## src/vipu_map.svh

```systemverilog
`ifndef VIPU_MAP_SVH
`define VIPU_MAP_SVH

`define VIPU_AW          4
`define VIPU_DW          16
`define VIPU_A_STAT      4'h0
`define VIPU_A_MASK      4'h1
`define VIPU_A_PRIO      4'h2
`define VIPU_A_MODE      4'h3
`define VIPU_A_FILT      4'h4
`define VIPU_A_INSVC     4'h5

`define VIPU_RST_MASK    16'h0000
`define VIPU_RST_PRIO    10'h000
`define VIPU_RST_MODE    8'h00
`define VIPU_RST_FILT    3'h0

`define VIPU_MODE0_LSB   0
`define VIPU_MODE1_LSB   2
`define VIPU_MODE2_LSB   4
`define VIPU_MODE3_LSB   6
`define VIPU_FILT_SEL_LSB 0
`define VIPU_FILT_POL_BIT 2

`define VIPU_SRC_EXT0    0
`define VIPU_SRC_EXT1    1
`define VIPU_SRC_EXT2    2
`define VIPU_SRC_TLO     3
`define VIPU_SRC_EXT3    4
`define VIPU_SRC_BASE    5
`define VIPU_SRC_PORT0   15

`define VIPU_VEC_BASE    8'h03
`define VIPU_VEC_STEP    8'h08
`define VIPU_DIV16_END   6'h0F
`define VIPU_DIV64_END   6'h3F

`endif

```

## src/vipu_pkg.sv

```systemverilog
package vipu_pkg;

	typedef enum logic [2:0] {
		SBY_RUN  = 3'b001,
		SBY_HALT = 3'b010,
		SBY_HOLD = 3'b100
	} vipu_sby_t;

	typedef enum logic [1:0] {
		LVL_LOW  = 2'h0,
		LVL_HIGH = 2'h1,
		LVL_TOP  = 2'h2
	} vipu_lvl_t;

	typedef enum logic [1:0] {
		FSEL_DIV1  = 2'h0,
		FSEL_DIV16 = 2'h1,
		FSEL_DIV64 = 2'h2,
		FSEL_OFF   = 2'h3
	} vipu_fsel_t;

endpackage

```

## src/vipu_filt_if.sv

```systemverilog
`timescale 1ns/10ps
interface vipu_filt_if;
	logic raw;
	logic pol;
	logic tick;
	logic bypass;
	logic clean;

	modport ctl  (output raw, output pol, output tick, output bypass, input clean);
	modport filt (input raw, input pol, input tick, input bypass, output clean);
endinterface

```

## src/vipu_filt.sv

```systemverilog
`timescale 1ns/10ps
module vipu_filt (
	input  wire logic  sys_clk_i,
	input  wire logic  rst_i,
	vipu_filt_if.filt  fif
);
	logic samp;
	logic s1_r;
	logic clean_r;

	// Polarity is applied before filtering so the edge logic always sees the true sense.
	assign samp      = fif.raw ^ fif.pol;
	assign fif.clean = clean_r;

	// Outside bypass, two agreeing samples at the chosen rate are needed, so a glitch shorter than one
	// sample period never reaches the edge detector.
	always_ff @(posedge sys_clk_i or posedge rst_i) begin
		if (rst_i) begin
			s1_r    <= 1'b0;
			clean_r <= 1'b0;
		end else if (fif.bypass) begin
			s1_r    <= samp;
			clean_r <= samp;
		end else if (fif.tick) begin
			s1_r <= samp;
			if (s1_r == samp) begin
				clean_r <= samp;
			end
		end
	end
endmodule

```

## src/vipu_top.sv

```systemverilog
`timescale 1ns/10ps
`include "vipu_map.svh"
module vipu_top (
	input  wire logic                  sys_clk_i,
	input  wire logic                  rst_i,
	input  wire logic [`VIPU_AW-1:0]   reg_addr_i,
	input  wire logic [`VIPU_DW-1:0]   reg_wdata_i,
	input  wire logic                  reg_we_i,
	input  wire logic                  reg_re_i,
	output logic      [`VIPU_DW-1:0]   reg_rdata_o,
	input  wire logic                  ext_req_zero_i,
	input  wire logic                  ext_req_one_i,
	input  wire logic                  ext_req_two_i,
	input  wire logic                  ext_req_three_i,
	input  wire logic                  reset_pin_n_i,
	input  wire logic                  port0_cond_i,
	input  wire logic [10:0]           periph_evt_i,
	input  wire logic                  halt_cmd_i,
	input  wire logic                  hold_cmd_i,
	input  wire logic                  vec_ack_i,
	input  wire logic                  vec_reti_i,
	output logic                       irq_o,
	output logic                       vec_req_o,
	output logic      [7:0]            vec_addr_o,
	output logic      [1:0]            vec_lvl_o,
	output logic                       halted_o,
	output logic                       held_o
);
	logic [15:0]          stat_r;
	logic [15:0]          stat_nxt;
	logic [15:0]          stat_set;
	logic [15:0]          stat_clr;
	logic [15:0]          mask_r;
	logic [15:0]          pend;
	logic [9:0]           prio_r;
	logic [7:0]           mode_r;
	logic [2:0]           filt_r;
	logic [2:0]           insvc_r;
	logic [2:0]           insvc_nxt;
	logic [3:0]           pin_d_r;
	logic [5:0]           div_r;
	logic [15:0]          rdata_r;
	logic [15:0]          rd_mux;
	logic [9:0]           vec_pend;
	logic [3:0]           best_idx;
	logic [1:0]           best_lvl;
	logic                 best_ok;
	logic [1:0]           cur_lvl;
	logic                 any_insvc;
	logic                 grant;
	logic                 vec_req_r;
	logic [3:0]           vec_idx_r;
	logic [7:0]           vec_addr_r;
	logic [1:0]           vec_lvl_r;
	logic                 hold_wake;
	logic                 ext0_hit;
	logic                 ext1_hit;
	logic                 ext2_hit;
	logic                 ext3_hit;
	logic                 ext3_clean;
	logic                 tick16;
	logic                 tick64;
	logic                 wr_stat;
	vipu_pkg::vipu_sby_t  sby_r;
	vipu_pkg::vipu_sby_t  sby_nxt;
	vipu_pkg::vipu_fsel_t fsel;

	vipu_filt_if fif ();

	// Lines zero and one: 0 rise, 1 fall, 2 high level, 3 low level; no both-edge code.
	function automatic logic lvl_hit(input logic [1:0] m, input logic cur, input logic prv);
		unique case (m)
			2'h0:    lvl_hit = cur & ~prv;
			2'h1:    lvl_hit = ~cur & prv;
			2'h2:    lvl_hit = cur;
			default: lvl_hit = ~cur;
		endcase
	endfunction

	// Lines two and three: 0 rise, 1 fall, 2 or 3 both edges; no level mode exists.
	function automatic logic edge_hit(input logic [1:0] m, input logic cur, input logic prv);
		unique case (m)
			2'h0:    edge_hit = cur & ~prv;
			2'h1:    edge_hit = ~cur & prv;
			default: edge_hit = cur ^ prv;
		endcase
	endfunction

	// The priority bit has a different meaning below and above vector index two.
	function automatic logic [1:0] vec_level(input logic [3:0] i, input logic [9:0] p);
		if (i < 4'h2) begin
			vec_level = p[i] ? vipu_pkg::LVL_TOP : vipu_pkg::LVL_HIGH;
		end else begin
			vec_level = p[i] ? vipu_pkg::LVL_HIGH : vipu_pkg::LVL_LOW;
		end
	endfunction

	function automatic logic [7:0] vec_addr(input logic [3:0] i);
		vec_addr = `VIPU_VEC_BASE + (8'(i) << 3);
	endfunction

	assign tick16 = {2'h0, div_r[3:0]} == `VIPU_DIV16_END;
	assign tick64 = div_r == `VIPU_DIV64_END;
	assign fsel   = vipu_pkg::vipu_fsel_t'(filt_r[`VIPU_FILT_SEL_LSB +: 2]);

	assign fif.raw    = ext_req_three_i;
	assign fif.pol    = filt_r[`VIPU_FILT_POL_BIT];
	assign fif.bypass = fsel == vipu_pkg::FSEL_OFF;
	assign fif.tick   = (fsel == vipu_pkg::FSEL_DIV1) ? 1'b1 :
	                    (fsel == vipu_pkg::FSEL_DIV16) ? tick16 : tick64;
	assign ext3_clean = fif.clean;

	vipu_filt u_filt (
		.sys_clk_i (sys_clk_i),
		.rst_i     (rst_i),
		.fif       (fif)
	);

	assign ext0_hit = lvl_hit(mode_r[`VIPU_MODE0_LSB +: 2], ext_req_zero_i, pin_d_r[0]);
	assign ext1_hit = lvl_hit(mode_r[`VIPU_MODE1_LSB +: 2], ext_req_one_i, pin_d_r[1]);
	assign ext2_hit = edge_hit(mode_r[`VIPU_MODE2_LSB +: 2], ext_req_two_i, pin_d_r[2]);
	assign ext3_hit = edge_hit(mode_r[`VIPU_MODE3_LSB +: 2], ext3_clean, pin_d_r[3]);

	// Sixteen sticky sources; peripherals arrive as one-cycle pulses.
	assign stat_set = {port0_cond_i, periph_evt_i[10:2], periph_evt_i[1], ext3_hit,
	                   periph_evt_i[0], ext2_hit, ext1_hit, ext0_hit};
	assign wr_stat  = reg_we_i && (reg_addr_i == `VIPU_A_STAT);
	assign stat_clr = wr_stat ? reg_wdata_i : 16'h0000;
	// A source firing in the cycle its bit is cleared keeps the bit set.
	assign stat_nxt = (stat_r & ~stat_clr) | stat_set;
	assign pend     = stat_r & mask_r;
	assign irq_o    = |pend;

	assign vec_pend[0] = pend[0];
	assign vec_pend[1] = pend[1];
	assign vec_pend[2] = pend[2] | pend[3];
	assign vec_pend[3] = pend[4] | pend[5];
	assign vec_pend[4] = pend[6];
	assign vec_pend[5] = pend[7] | pend[8];
	assign vec_pend[6] = pend[9];
	assign vec_pend[7] = pend[10];
	assign vec_pend[8] = pend[11] | pend[12] | pend[13];
	assign vec_pend[9] = pend[14] | pend[15];

	// Strictly greater replaces, so at equal level the lowest index stays chosen.
	always_comb begin
		best_idx = 4'h0;
		best_lvl = vipu_pkg::LVL_LOW;
		best_ok  = 1'b0;
		for (int i = 0; i < 10; i++) begin
			if (vec_pend[i] && (!best_ok || vec_level(4'(i), prio_r) > best_lvl)) begin
				best_idx = 4'(i);
				best_lvl = vec_level(4'(i), prio_r);
				best_ok  = 1'b1;
			end
		end
	end

	assign any_insvc = |insvc_r;
	assign cur_lvl   = insvc_r[2] ? vipu_pkg::LVL_TOP :
	                   insvc_r[1] ? vipu_pkg::LVL_HIGH : vipu_pkg::LVL_LOW;
	assign grant     = best_ok && (!any_insvc || best_lvl > cur_lvl);

	// Return drops the deepest level first, then a new acceptance is recorded.
	always_comb begin
		insvc_nxt = insvc_r;
		if (vec_reti_i) begin
			if (insvc_r[2]) begin
				insvc_nxt[2] = 1'b0;
			end else if (insvc_r[1]) begin
				insvc_nxt[1] = 1'b0;
			end else begin
				insvc_nxt[0] = 1'b0;
			end
		end
		if (vec_ack_i && vec_req_r) begin
			insvc_nxt[vec_lvl_r] = 1'b1;
		end
	end

	assign hold_wake = !reset_pin_n_i
	                || (mode_r[`VIPU_MODE0_LSB + 1] && ext0_hit)
	                || (mode_r[`VIPU_MODE1_LSB + 1] && ext1_hit)
	                || port0_cond_i;

	always_comb begin
		sby_nxt = sby_r;
		unique case (sby_r)
			vipu_pkg::SBY_RUN: begin
				if (hold_cmd_i) begin
					sby_nxt = vipu_pkg::SBY_HOLD;
				end else if (halt_cmd_i) begin
					sby_nxt = vipu_pkg::SBY_HALT;
				end
			end
			vipu_pkg::SBY_HALT: begin
				if (grant) begin
					sby_nxt = vipu_pkg::SBY_RUN;
				end
			end
			vipu_pkg::SBY_HOLD: begin
				if (hold_wake) begin
					sby_nxt = vipu_pkg::SBY_RUN;
				end
			end
			default: sby_nxt = vipu_pkg::SBY_RUN;
		endcase
	end

	always_comb begin
		unique case (reg_addr_i)
			`VIPU_A_STAT:  rd_mux = stat_r;
			`VIPU_A_MASK:  rd_mux = mask_r;
			`VIPU_A_PRIO:  rd_mux = {6'h00, prio_r};
			`VIPU_A_MODE:  rd_mux = {8'h00, mode_r};
			`VIPU_A_FILT:  rd_mux = {13'h0000, filt_r};
			`VIPU_A_INSVC: rd_mux = {10'h000, sby_r, insvc_r};
			default:       rd_mux = 16'h0000;
		endcase
	end

	always_ff @(posedge sys_clk_i or posedge rst_i) begin
		if (rst_i) begin
			stat_r  <= 16'h0000;
			mask_r  <= `VIPU_RST_MASK;
			prio_r  <= `VIPU_RST_PRIO;
			mode_r  <= `VIPU_RST_MODE;
			filt_r  <= `VIPU_RST_FILT;
			rdata_r <= 16'h0000;
		end else begin
			stat_r  <= stat_nxt;
			rdata_r <= reg_re_i ? rd_mux : 16'h0000;
			if (reg_we_i && reg_addr_i == `VIPU_A_MASK) begin
				mask_r <= reg_wdata_i;
			end
			if (reg_we_i && reg_addr_i == `VIPU_A_PRIO) begin
				prio_r <= reg_wdata_i[9:0];
			end
			if (reg_we_i && reg_addr_i == `VIPU_A_MODE) begin
				mode_r <= reg_wdata_i[7:0];
			end
			if (reg_we_i && reg_addr_i == `VIPU_A_FILT) begin
				filt_r <= reg_wdata_i[2:0];
			end
		end
	end

	always_ff @(posedge sys_clk_i or posedge rst_i) begin
		if (rst_i) begin
			pin_d_r <= 4'h0;
			div_r   <= 6'h00;
			insvc_r <= 3'h0;
			sby_r   <= vipu_pkg::SBY_RUN;
		end else begin
			pin_d_r <= {ext3_clean, ext_req_two_i, ext_req_one_i, ext_req_zero_i};
			div_r   <= div_r + 6'h01;
			insvc_r <= insvc_nxt;
			sby_r   <= sby_nxt;
		end
	end

	// The request drops in the cycle after acceptance, the same cycle the new nesting level shows.
	always_ff @(posedge sys_clk_i or posedge rst_i) begin
		if (rst_i) begin
			vec_req_r  <= 1'b0;
			vec_idx_r  <= 4'h0;
			vec_addr_r <= 8'h00;
			vec_lvl_r  <= 2'h0;
		end else begin
			vec_req_r  <= grant && !(vec_ack_i && vec_req_r);
			vec_idx_r  <= best_idx;
			vec_addr_r <= vec_addr(best_idx);
			vec_lvl_r  <= best_lvl;
		end
	end

	assign reg_rdata_o = rdata_r;
	assign vec_req_o   = vec_req_r;
	assign vec_addr_o  = vec_addr_r;
	assign vec_lvl_o   = vec_lvl_r;
	assign halted_o    = sby_r == vipu_pkg::SBY_HALT;
	assign held_o      = sby_r == vipu_pkg::SBY_HOLD;

	property p_share_tlo;
		@(posedge sys_clk_i) disable iff (rst_i)
		periph_evt_i[0] && mask_r[3] |=> stat_r[3] && vec_pend[2];
	endproperty
	a_share_tlo: assert property (p_share_tlo) else $error("timer low off vector three");

	property p_share_base;
		@(posedge sys_clk_i) disable iff (rst_i)
		periph_evt_i[1] && mask_r[5] |=> stat_r[5] && vec_pend[3];
	endproperty
	a_share_base: assert property (p_share_base) else $error("base timer off vector four");

	property p_ext_addr;
		@(posedge sys_clk_i) disable iff (rst_i)
		vec_req_o && vec_idx_r < 4'h4 |-> vec_addr_o == 8'(8'h03 + 8'(vec_idx_r) * 8);
	endproperty
	a_ext_addr: assert property (p_ext_addr) else $error("wrong external vector address");

	property p_nest;
		@(posedge sys_clk_i) disable iff (rst_i)
		vec_req_o && $past(vec_req_o) |-> !any_insvc || vec_lvl_o > cur_lvl;
	endproperty
	a_nest: assert property (p_nest) else $error("request not above service level");

	property p_low_vecs;
		@(posedge sys_clk_i) disable iff (rst_i)
		vec_req_o && vec_idx_r >= 4'h2 |-> vec_lvl_o != vipu_pkg::LVL_TOP;
	endproperty
	a_low_vecs: assert property (p_low_vecs) else $error("shared vector at top level");

	property p_ext01_lvl;
		@(posedge sys_clk_i) disable iff (rst_i)
		vec_req_o && vec_idx_r < 4'h2 |-> vec_lvl_o != vipu_pkg::LVL_LOW;
	endproperty
	a_ext01_lvl: assert property (p_ext01_lvl) else $error("line zero or one at low");

	property p_ext1_low;
		@(posedge sys_clk_i) disable iff (rst_i)
		mode_r[3:2] == 2'h3 && !ext_req_one_i |=> stat_r[1];
	endproperty
	a_ext1_low: assert property (p_ext1_low) else $error("low level on line one missed");

	property p_ext2_both;
		@(posedge sys_clk_i) disable iff (rst_i)
		mode_r[5:4] == 2'h2 && $changed(ext_req_two_i) && !wr_stat |=> stat_r[2];
	endproperty
	a_ext2_both: assert property (p_ext2_both) else $error("both-edge on line two missed");

	property p_halt_wake;
		@(posedge sys_clk_i) disable iff (rst_i)
		sby_r == vipu_pkg::SBY_HALT && grant |=> sby_r == vipu_pkg::SBY_RUN ##1 vec_req_o;
	endproperty
	a_halt_wake: assert property (p_halt_wake) else $error("halt not left on request");

	property p_hold_wake;
		@(posedge sys_clk_i) disable iff (rst_i)
		sby_r == vipu_pkg::SBY_HOLD && !reset_pin_n_i |=> !held_o;
	endproperty
	a_hold_wake: assert property (p_hold_wake) else $error("hold not left on reset pin");
endmodule

```

## config.mk

```make
export PLATFORM = sky130hd
export DESIGN_NAME = vipu_top
export DESIGN_NICKNAME = d
export VERILOG_FILES = /design/src/vipu_pkg.sv /design/src/vipu_filt_if.sv /design/src/vipu_filt.sv /design/src/vipu_top.sv
export VERILOG_INCLUDE_DIRS = /design/src /design/src/src
export SDC_FILE = /design/constraint.sdc
export NUM_CORES = 1
export LEC_CHECK = 0
export CAP_MARGIN = 20
export CORE_MARGIN = 1
export CORE_UTILIZATION = 45
export DETAILED_ROUTE_END_ITERATION = 16
export DONT_BUFFER_PORTS = 1
export GPL_TIMING_DRIVEN = 1
export PLACE_DENSITY = 0.65
export REMOVE_ABC_BUFFERS = 1
export SETUP_SLACK_MARGIN = 0.15
export SLEW_MARGIN = 40
export SYNTH_ARGS = -nofsm -noshare
export SYNTH_HDL_FRONTEND = slang
export SYNTH_HIERARCHICAL = 1
export SYNTH_SLANG_ARGS = --single-unit
```

## constraint.sdc

```tcl
create_clock -name sys_clk_i -period 12.48 [get_ports sys_clk_i]
set_input_delay 0 -clock sys_clk_i [delete_from_list [all_inputs] [get_ports sys_clk_i]]
set_output_delay 0 -clock sys_clk_i [all_outputs]
set_load 0.02 [all_outputs]
```

==> results of run 1 <==
[repair_timing]
action                     CTS  global route
hold endpoints to repair   163             0
hold buffers                55             0
setup endpoints to repair    0             3
gates resized for setup      0             6
[final cells by class]
class	count	area [sq um]	area share [%]
Clock inverter	5	33.8	0.595
Sequential cell	95	2380	41.9
Clock buffer	11	141	2.49
Timing Repair Buffer	61	603	10.6
Multi-Input combinational cell	300	2260	39.9
Inverter	22	85.1	1.50
Tap cell	136	170	3.00
[through the flow]
stage	power (W)	hold WS [ns]	instances	util, %	setup slack (ns)
after floorplan	0.000723	-0.259	417	-	2.18
after global placement	0.000792	-0.255	558	47.8	1.32
after detailed placement	0.000812	-0.250	558	47.9	0.814
after CTS	0.00101	0.00140	629	55.0	0.776
after global routing	0.00110	0.0295	630	55.2	0.254
final	0.00102	0.0206	630	55.2	1.26
[layout by cell type (no fill, tap or decap), types with 8 or more instances in the layout]
| master | synthesis | routed |
|---|---|---|
| sky130_fd_sc_hd__a21o_1 | 16 | 16 |
| sky130_fd_sc_hd__a21oi_1 | 17 | 17 |
| sky130_fd_sc_hd__a22oi_1 | 20 | 20 |
| sky130_fd_sc_hd__a31oi_1 | 9 | 8 |
| sky130_fd_sc_hd__clkbuf_8 | 0 | 10 |
| sky130_fd_sc_hd__dfrtp_1 | 94 | 94 |
| sky130_fd_sc_hd__dlygate4sd3_1 | 0 | 55 |
| sky130_fd_sc_hd__ha_1 | 17 | 17 |
| sky130_fd_sc_hd__inv_1 | 22 | 21 |
| sky130_fd_sc_hd__mux2_2 | 43 | 43 |
| sky130_fd_sc_hd__nand2_1 | 50 | 50 |
| sky130_fd_sc_hd__nor2_1 | 22 | 22 |
[per-layer routing]
metal	up-vias	routed length, um	global-route usage [%]
met3	16	633	3.49
met1	1759	5110	29.2
met4	0	214	9.66
li1	1677	-	-
met5	-	0	0
met2	107	5560	35.8
[cells by family after synthesis]
logic type,Yosys count
other,2
and+or+nand+nor,120
DFF,95
muxes,46
adders and majority gates,17
AOI/OAI and AO/OA,105
buffers and inverters,35
xor gates and xnor gates,9
[power groups by stage]
stage	sequential (W)	clock [W]	combinational, W
4_1_cts	0.000433	0.000191	0.000390
3_5_place_dp	0.000440	0	0.000372
2_1_floorplan	0.000420	0	0.000303
6_report	0.000435	0.000187	0.000399
5_1_grt	0.000442	0.000202	0.000453
3_3_place_gp	0.000437	0	0.000355
[flip-flops by register name (all words and copies together) (netlist names), 4 cells and up]
name,count
pin_d_r,4
reg_rdata_o,16
prio_r,10
stat_r,16
mode_r,8
div_r,6
mask_r,16
vec_addr_o,5
[worst max-delay path, delay by kind of cell (launching register included)]
family,cells,cell delay (ns)
AOI/OAI and AO/OA,19,3.37
adders and majority gates,10,2.65
buffers and inverters,1,0.03
DFF,1,0.47
muxes,5,1.41
and+or+nand+nor,21,3.22
[worst max-delay path by stage]
stage	endpoint	slack [ns]	depth (start not counted)
floorplan	sby_r[0]	2.18	54
global placement	sby_r[0]	1.32	54
detailed placement	sby_r[0]	0.81	56
CTS	sby_r[0]	0.78	56
global route	sby_r[0]	0.25	56
finish	sby_r[0]	1.26	56
==> summary.txt, run 1 <==
CTS
  – Clock buffer count from CTS: 9
  – Root cell of the clock tree: sky130_fd_sc_hd__clkbuf_8
  – Number of buffers on the longest clock path: 2
  – Clk sinks: 95
  – Insertion delay to the later sink of the worst-skew pair: 0.37 ns
  – Clock tree from TritonCTS: yes
  – Total setup buffers inserted after CTS: 0
  – CTS H-tree lvls: 3
  – Clk slew on worst S/H paths: 0.09 ns

GRT
  – Maximum number of pins on one net before global-route repair: 73
  – Via count of the first global-routing pass: 3,693
  – Global routing usage summed across all routing layers: 22.0%
  – Final global-route overflow total: 0
  – First-pass GRT wire length: 18,700 um
  – Antenna violations before repair: 0

Pwr
  – Power share of the sequential group: 42.6%
  – Power per Cell Area: 180 mW/mm^2
  – Logic pwr share: 39.1%
  – Max rail drop VDD: 0.0788 mV
  – Cell internal power dissipation: 0.000634 W
  – Switching share of power: 37.9%
  – Psw: 0.000387 W
  – Power share of the clock group: 18.3%
  – Static leakage: 2.40 nW

STA
  – Number of hold violations in the final report: 0
  – RSZ-0062 raised after global routing: no
  – Crit share post-route: 89.9%
  – Relative slew slack: 40.7%
  – Endpoints failing setup: 0
  – Slew at the pin closest to its max-slew limit: 0.888 ns
  – Minimum period implied by the final worst setup slack: 11.22 ns
  – Peak Freq: 89.1 MHz
  – Post-route setup TNS: 0 ns
  – Layout Skew: 0.00888 ns
  – Number of pins exceeding their max-slew limit in the final report: 0

Synth
  – Simple-Gate Fraction of Synth Area: 13.4%
  – Area share of the largest cell type after synthesis: 49.5%
  – Share of the synthesized area in compound gates (AO/OA/AOI/OAI): 16.3%
  – XOR/XNOR Fraction of Synth Area: 1.66%
  – Post-Syn Instances: 429
  – Most frequent cell after synthesis: sky130_fd_sc_hd__dfrtp_1
  – Number of warning messages in the yosys log: 6
  – Post-synth top area cell: sky130_fd_sc_hd__dfrtp_1
  – Share of cell area taken by muxes after synthesis: 10.9%
  – Combinational family with the most area after synthesis: compound AO/OA/AOI/OAI gates
  – Combined area of all synthesized cells: 0.00476 sq mm
  – Seq/Total Area, Yosys: 50.0%
  – Dominant cells by area after synthesis: sky130_fd_sc_hd__dfrtp_1, sky130_fd_sc_hd__mux2_2, sky130_fd_sc_hd__ha_1
  – Primary FF master, synth: sky130_fd_sc_hd__dfrtp_1
  – Mean instance size in the synthesized netlist: 11.1 sq um
  – EDFF count, synth: 0
  – Post-synthesis share of cell area spent on full adders, half adders and majority gates: 4.47%
  – Commonest cells in the netlist: sky130_fd_sc_hd__dfrtp_1, sky130_fd_sc_hd__nand2_1, sky130_fd_sc_hd__mux2_2
  – Proportion of register bits with asynchronous set or reset after synthesis: 100%
  – Unique masters post-synth: 60
  – Number of flip-flops and latches in the synthesized netlist: 95

Floorplanning
  – Row Count: 37
  – Area of the die: 0.0110 sq mm
  – Core region area: 0.0103 sq mm
  – Number of primary I/O pins: 75
  – Vertical extent of the die: 105 um
  – Initial cell density of the core: 46.3%
  – Die width: 105 um

Worst setup path
  – Critical Path AT: 11.54 ns
  – Worst reg2reg path startpoint: stat_r[0]
  – Minimum setup slack among reg-to-reg paths: 1.26 ns
  – Max Fanout on Critical Path: 6
  – Worst setup path startpoint: stat_r[0]
  – Master of the slowest instance on the critical path: sky130_fd_sc_hd__dfrtp_1
  – Reg2reg end: sby_r[0]
  – Kind of start point of the critical path: flip-flop
  – Critical Path Max Stage Delay: 0.47 ns
  – Worst Setup End Kind: flip-flop
  – Required time of the critical path: 12.79 ns
  – Most used cell along the critical path: sky130_fd_sc_hd__ha_1
  – Type of the worst setup path: reg -> reg
  – Worst-case reg-to-reg path depth: 56

Routing
  – Vias per Instance: 5.65
  – Post-DR wirelength/cell: 18.3 um
  – DRC: 0
  – Aggregate routed wire length: 11,500 um
  – Count of nets left with antenna violations after detail routing: 0
  – Count of TritonRoute iterations in the first routing pass: 4
  – Routed vias: 3,559
  – Initial drt markers: 253

Outcome
  – Outcome: finished clean

Run
  – Max cap viols: 0

Cells and area
  – Net count reported at finish: 551
  – Final Cell Area: 0.00567 sq mm
  – Fillcell total: 896
  – Area growth from synthesis to layout: 19.3%
  – Share of final-layout standard cells stronger than drive strength 1: 17.0%
  – Antenna cell count: 0

Placement
  – Routability-driven placement congestion ratio: 0.831
  – Area post-placement: 0.00492 sq mm
  – Post-detail-place hpwl: 7690 um
  – Port bufs: 0

Worst hold path
  – Hold worst-path end: reg_rdata_o[2]
  – Hold Path Cell Cnt: 3
  – Worst hold path startpoint: reg_addr_i[1]
  – Type of the worst min-delay path: in -> reg
(Power assumes the default switching activity.)
==> run 2, diff against run 1 <==
Settings changed: ABC_AREA from default to 1.
==> summary.txt, run 2 <==
Floorplanning
  – Core region area: 0.0104 sq mm
  – Die width: 106 um
  – Initial cell density of the core: 46.8%
  – Vertical extent of the die: 106 um
  – Area of the die: 0.0112 sq mm
  – Row Count: 37
  – Number of primary I/O pins: 75

Worst setup path
  – Required time of the critical path: 12.79 ns
  – Kind of start point of the critical path: flip-flop
  – Master of the slowest instance on the critical path: sky130_fd_sc_hd__dlygate4sd3_1
  – Max Fanout on Critical Path: 6
  – Most used cell along the critical path: sky130_fd_sc_hd__nand2_1
  – Worst Setup End Kind: flip-flop
  – Critical Path AT: 10.46 ns
  – Type of the worst setup path: reg -> reg
  – Critical Path Max Stage Delay: 0.59 ns

Cells and area
  – Final Cell Area: 0.00577 sq mm
  – Share of final-layout standard cells stronger than drive strength 1: 8.63%
  – Area growth from synthesis to layout: 19.0%
  – Final instance count without filler cells: 785
  – Commonest cells after routing, fill and taps aside: sky130_fd_sc_hd__nand2_1, sky130_fd_sc_hd__inv_1, sky130_fd_sc_hd__dfrtp_1
  – Antenna cell count: 0
  – Net count reported at finish: 706
  – Most common cell after layout, fill and taps aside: sky130_fd_sc_hd__nand2_1

Routing
  – DRC: 0
  – Post-DR wirelength/cell: 15.9 um
  – Count of TritonRoute iterations in the first routing pass: 5
  – Count of nets left with antenna violations after detail routing: 0
  – Routed vias: 4,152
  – Vias per Instance: 5.29
  – Initial drt markers: 243
  – Aggregate routed wire length: 12,500 um

Pwr
  – Static leakage: 2.88 nW
  – Max rail drop VDD: 0.0952 mV
  – Power per Cell Area: 177 mW/mm^2

Placement
  – Placed insts: 714
  – Post-detail-place hpwl: 8880 um
  – Routability-driven placement congestion ratio: 0.936
  – Area post-placement: 0.00499 sq mm
  – Worst-case setup slack after placement: 3.02 ns
  – Port bufs: 0

Synth
  – Unique masters post-synth: 44
  – Post-Syn Instances: 588
  – Most frequent cell after synthesis: sky130_fd_sc_hd__nand2_1
  – Primary FF master, synth: sky130_fd_sc_hd__dfrtp_1
  – Combined area of all synthesized cells: 0.00485 sq mm
  – Mean instance size in the synthesized netlist: 8.25 sq um
  – Seq/Total Area, Yosys: 49.0%
  – Proportion of register bits with asynchronous set or reset after synthesis: 100%
  – EDFF count, synth: 0
  – Post-synth top area cell: sky130_fd_sc_hd__dfrtp_1
  – Number of warning messages in the yosys log: 6
  – Number of flip-flops and latches in the synthesized netlist: 95
  – Dominant cells by area after synthesis: sky130_fd_sc_hd__dfrtp_1, sky130_fd_sc_hd__nand2_1, sky130_fd_sc_hd__inv_1
  – Area share of the largest cell type after synthesis: 48.5%
  – Commonest cells in the netlist: sky130_fd_sc_hd__nand2_1, sky130_fd_sc_hd__inv_1, sky130_fd_sc_hd__dfrtp_1

CTS
  – Total setup buffers inserted after CTS: 0
  – Clock tree from TritonCTS: yes
  – Post-cts gate resize count: 0
  – Number of buffers on the longest clock path: 2
  – CTS H-tree lvls: 3
  – Clock buffer count from CTS: 9
  – Clk slew on worst S/H paths: 0.10 ns
  – Insertion delay to the later sink of the worst-skew pair: 0.37 ns
  – Clk sinks: 95
  – Root cell of the clock tree: sky130_fd_sc_hd__clkbuf_8

GRT
  – Maximum number of pins on one net before global-route repair: 55
  – Via count of the first global-routing pass: 4,168
  – Antenna violations before repair: 0
  – Final global-route overflow total: 0
  – Global routing usage summed across all routing layers: 23.9%
  – First-pass GRT wire length: 20,400 um

STA
  – RSZ-0062 raised after global routing: no
  – Layout Skew: 0.0142 ns
  – Crit share post-route: 81.4%
  – Slew at the pin closest to its max-slew limit: 0.778 ns
  – Post-route setup TNS: 0 ns
  – Endpoints failing setup: 0
  – Minimum period implied by the final worst setup slack: 10.15 ns
  – Worst setup slack after layout: 2.33 ns
  – Relative slew slack: 47.7%
  – Number of pins exceeding their max-slew limit in the final report: 0
  – Peak Freq: 98.5 MHz
  – Number of hold violations in the final report: 0

Run
  – Max cap viols: 0

Worst hold path
  – Type of the worst min-delay path: in -> reg

Outcome
  – Outcome: finished clean
run 2: cell types whose count changed in the layout (fill, tap and decap cells not counted), moves of 7 or more:
cell                       before  now
sky130_fd_sc_hd__inv_1         21   96
sky130_fd_sc_hd__nand2_2        0   13
sky130_fd_sc_hd__a21o_1        16    0
sky130_fd_sc_hd__a22oi_1       20    0
sky130_fd_sc_hd__mux2_2        43    1
sky130_fd_sc_hd__nand3b_1       7    0
sky130_fd_sc_hd__nand3_1        5   28
sky130_fd_sc_hd__nand2_1       50  145
sky130_fd_sc_hd__o22ai_1        0   12
sky130_fd_sc_hd__o21ai_0        7   58
sky130_fd_sc_hd__nor2_1        22   30
run 2: cell families (layout without fill, tap and decap cells):
logic type	after synthesis	count (layout)	synth area share (%)
AOI/OAI and AO/OA	120	120	15.6
xor gates and xnor gates	4	4	0.722
adders and majority gates	17	17	4.38
buffers and inverters	116	176	9.21
DFF	95	95	49.0
muxes	1	1	0.232
other	2	3	0.155
and+or+nand+nor	233	233	20.7
run 2: layout make-up:
| cell class | count | area [sq um] |
|---|---|---|
| inverters | 102 | 385 |
| clock inverters | 5 | 82.6 |
| multi-input cells | 378 | 2040 |
| flip-flops and latches | 95 | 2380 |
| clock buffers | 11 | 141 |
| well taps | 136 | 170 |
| repair buffers | 58 | 573 |
| fillers | 940 | 4600 |
run 2: stage by stage:
stage	utilization (%)	hold slack [ns]	power [W]
final	55.6	0.0219	0.00102
after global routing	55.6	0.0227	0.00110
after CTS	55.6	0.000961	0.00102
after detailed placement	48.1	-0.251	0.000780
after global placement	48.1	-0.254	0.000761
after floorplan	-	-0.259	0.000690
run 2: path summary, 6_finish.rpt:
| check | start | endpoint | slack, ns | cells after the start |
|---|---|---|---|---|
| max reg2reg | mask_r[0] | sby_r[1] | 2.33 | 69 |
| max | mask_r[0] | sby_r[1] | 2.33 | 69 |
| min reg2reg | div_r[0] | div_r[0] | 0.46 | 1 |
| max in group asynchronous | rst_i | vec_addr_o[5] | 11.26 | 3 |
| min | reg_addr_i[0] | reg_rdata_o[1] | 0.02 | 4 |
| min in group asynchronous | rst_i | prio_r[3] | 0.17 | 2 |
run 2: power by group:
| part | switching, W | total [W] | leakage [nW] | internal (W) |
|---|---|---|---|---|
| Clock | 0.000106 | 0.000224 | 0.113 | 0.000119 |
| Sequential | 0.0000630 | 0.000425 | 1.15 | 0.000362 |
| Combinational | 0.000226 | 0.000370 | 1.62 | 0.000144 |
| Total | 0.000395 | 0.00102 | 2.88 | 0.000624 |
run 2: repair_timing:
item,CTS,global route
hold buffers,55,0
endpoints found under the setup margin,0,0
endpoints found under the hold margin,111,0
run 2: per-layer routing:
layer | track usage, % | vias up | routed length [um]
met2 | 40.2 | 139 | 5980
met1 | 30.6 | 1996 | 5520
li1 | - | 1998 | -
met3 | 5.63 | 19 | 752
met4 | 7.04 | 0 | 221
met5 | 0 | - | 0
run 2: critical path, delay by kind of cell, from the launching register on:
family / cells / cell delay (ns)
simple gates: 44 / 3.89
fa+ha+maj: 10 / 2.77
compound gates: 10 / 2.04
buf+inv: 5 / 1.02
flops: 1 / 0.40
==> run 3, diff against run 2 <==
Settings changed: ABC_AREA 1 to 0.
Clock period 12.48 ns to 9.9 ns, I/O delays scaled along.
==> summary.txt, run 3 (synthesis results as in run 1) <==
Outcome
  – Outcome: finished, violations left
  – Failing checks: negative setup slack

Cells and area
  – Final core utilization: 61.8%
  – Total area of multi-input combinational cells: 0.00250 sq mm
  – Sequential cell area: 0.00238 sq mm
  – Antenna cell count: 0
  – Share of final-layout standard cells stronger than drive strength 1: 31.5%
  – Net count reported at finish: 607
  – Commonest cells after routing, fill and taps aside: sky130_fd_sc_hd__dfrtp_1, sky130_fd_sc_hd__buf_4, sky130_fd_sc_hd__dlygate4sd3_1
  – Most common cell after layout, fill and taps aside: sky130_fd_sc_hd__dfrtp_1
  – Fillcell total: 827
  – Area growth from synthesis to layout: 33.5%

GRT
  – Global routing usage summed across all routing layers: 23.0%
  – Via count of the first global-routing pass: 4,014
  – Maximum number of pins on one net before global-route repair: 71
  – Antenna violations before repair: 0
  – First-pass GRT wire length: 19,700 um
  – Final global-route overflow total: 0

Worst setup path
  – Type of the worst setup path: reg -> reg
  – Number of buffers and inverters on the critical path: 1
  – Critical Path Max Stage Delay: 0.46 ns
  – Worst-case reg-to-reg path depth: 54
  – Family of cells with the greatest summed delay on the critical path: compound AO/OA/AOI/OAI gates
  – Critical path depth: 54
  – Worst Setup End Kind: flip-flop
  – Master of the slowest instance on the critical path: sky130_fd_sc_hd__dfrtp_2
  – Critical Path AT: 10.60 ns
  – Required time of the critical path: 10.21 ns
  – Max Fanout on Critical Path: 3
  – Kind of start point of the critical path: flip-flop
  – Most used cell along the critical path: sky130_fd_sc_hd__ha_4

CTS
  – Clock buffer count from CTS: 9
  – Clock tree from TritonCTS: yes
  – Root cell of the clock tree: sky130_fd_sc_hd__clkbuf_8
  – Number of buffers on the longest clock path: 2
  – Insertion delay to the later sink of the worst-skew pair: 0.36 ns
  – CTS H-tree lvls: 3
  – Clk sinks: 95
  – Clk slew on worst S/H paths: 0.09 ns

Routing
  – DRC: 0
  – Aggregate routed wire length: 12,400 um
  – Vias per Instance: 5.62
  – Post-DR wirelength/cell: 18.1 um
  – Count of nets left with antenna violations after detail routing: 0
  – Count of TritonRoute iterations in the first routing pass: 8
  – Routed vias: 3,854
  – Initial drt markers: 260

Floorplanning
  – Number of primary I/O pins: 75
  – Vertical extent of the die: 105 um
  – Initial cell density of the core: 46.3%
  – Area of the die: 0.0110 sq mm
  – Row Count: 37
  – Core region area: 0.0103 sq mm
  – Die width: 105 um

Placement
  – Port bufs: 0
  – Routability-driven placement congestion ratio: 0.827
  – Post-detail-place hpwl: 7970 um

Worst hold path
  – Hold Path Cell Cnt: 3
  – Type of the worst min-delay path: in -> reg

Pwr
  – Power per Cell Area: 256 mW/mm^2
  – Total power after layout: 0.00163 W
  – Max rail drop VDD: 0.119 mV
  – Static leakage: 2.71 nW

STA
  – Worst setup slack after layout: -0.389 ns
  – RSZ-0062 raised after global routing: yes
  – Peak Freq: 97.2 MHz
  – Number of hold violations in the final report: 0
  – Post-route setup TNS: -1.04 ns
  – Relative slew slack: 44.6%
  – Number of pins exceeding their max-slew limit in the final report: 0
  – Minimum period implied by the final worst setup slack: 10.29 ns
  – Crit share post-route: 104%
  – Endpoints failing setup: 3
  – Layout Skew: 0.0106 ns
  – Slew at the pin closest to its max-slew limit: 0.828 ns

Run
  – Max cap viols: 0
-- run 3: changes by cell type in the layout (fill, tap and decap cells not counted), moves of 20 or more --
cell and delta:
sky130_fd_sc_hd__buf_4 +55, sky130_fd_sc_hd__mux2_2 +40, sky130_fd_sc_hd__nand3_1 -24, sky130_fd_sc_hd__inv_1 -76, sky130_fd_sc_hd__o21ai_0 -52, sky130_fd_sc_hd__nand2_1 -96, sky130_fd_sc_hd__a22oi_1 +20
-- run 3: what timing repair did --
| item | in CTS | in global routing |
|---|---|---|
| hold buffers | 56 | 0 |
| endpoints found under the hold margin | 163 | 0 |
| pin swaps | 34 | 27 |
| endpoints found under the setup margin | 7 | 8 |
| buffers inserted | 17 | 7 |
| resized for setup | 23 | 29 |
-- run 3: stage by stage --
stage	cells	setup slack (ns)	instance area (sq um)	hold WS, ns
6_report	686	-0.389	6350	0.0108
2_1_floorplan	417	-0.399	4690	-0.259
3_3_place_gp	589	-0.466	5150	-0.256
3_5_place_dp	589	-0.929	5160	-0.254
5_1_grt	686	-0.841	6350	0.0220
4_1_cts	678	-0.293	6150	0.000682
-- run 3: routing by layer --
| metal | share of wire [%] | up-vias | track usage, % |
|---|---|---|---|
| met5 | 0 | - | 0 |
| met4 | 1.5 | 0 | 9.36 |
| met3 | 4.8 | 19 | 4.62 |
| met2 | 51 | 104 | 39.5 |
| met1 | 43 | 1946 | 28.1 |
| li1 | - | 1785 | - |
-- run 3: cell type report --
cell class / instances / share of cell area [%]
multi-input combinational: 300 / 39.4
timing repair buffer: 117 / 16.2
clock buffer: 11 / 2.23
tap: 136 / 2.68
inverter: 22 / 1.34
clock inverter: 5 / 0.631
sequential: 95 / 37.5
-- run 3: worst paths after layout --
kind | from | to | slack, ns
max reg2reg | prio_r[0] | sby_r[0] | -0.39
min in group asynchronous | rst_i | reg_rdata_o[6] | 0.11
max | prio_r[0] | sby_r[0] | -0.39
min reg2reg | div_r[0] | div_r[0] | 0.46
max in group asynchronous | rst_i | prio_r[0] | 8.86
min | reg_addr_i[1] | reg_rdata_o[1] | 0.01
-- run 3: worst reg2reg max path, delay by kind of cell, from the launching register on --
kind | cells | cell delay (ns)
AO/OA/AOI/OAI | 18 | 2.92
adder cells (fa/ha/maj) | 10 | 2.64
AND/OR/NAND/NOR | 20 | 2.57
multiplexers | 5 | 1.49
flip-flops | 1 | 0.46
buffers and inverters | 1 | 0.16
-- run 3: power breakdown --
part	leakage, nW	switching [W]	internal [W]
clock	0.0943	0.000138	0.000101
combinational	1.49	0.000366	0.000474
sequential	1.13	0.0000884	0.000460
total	2.71	0.000592	0.00103
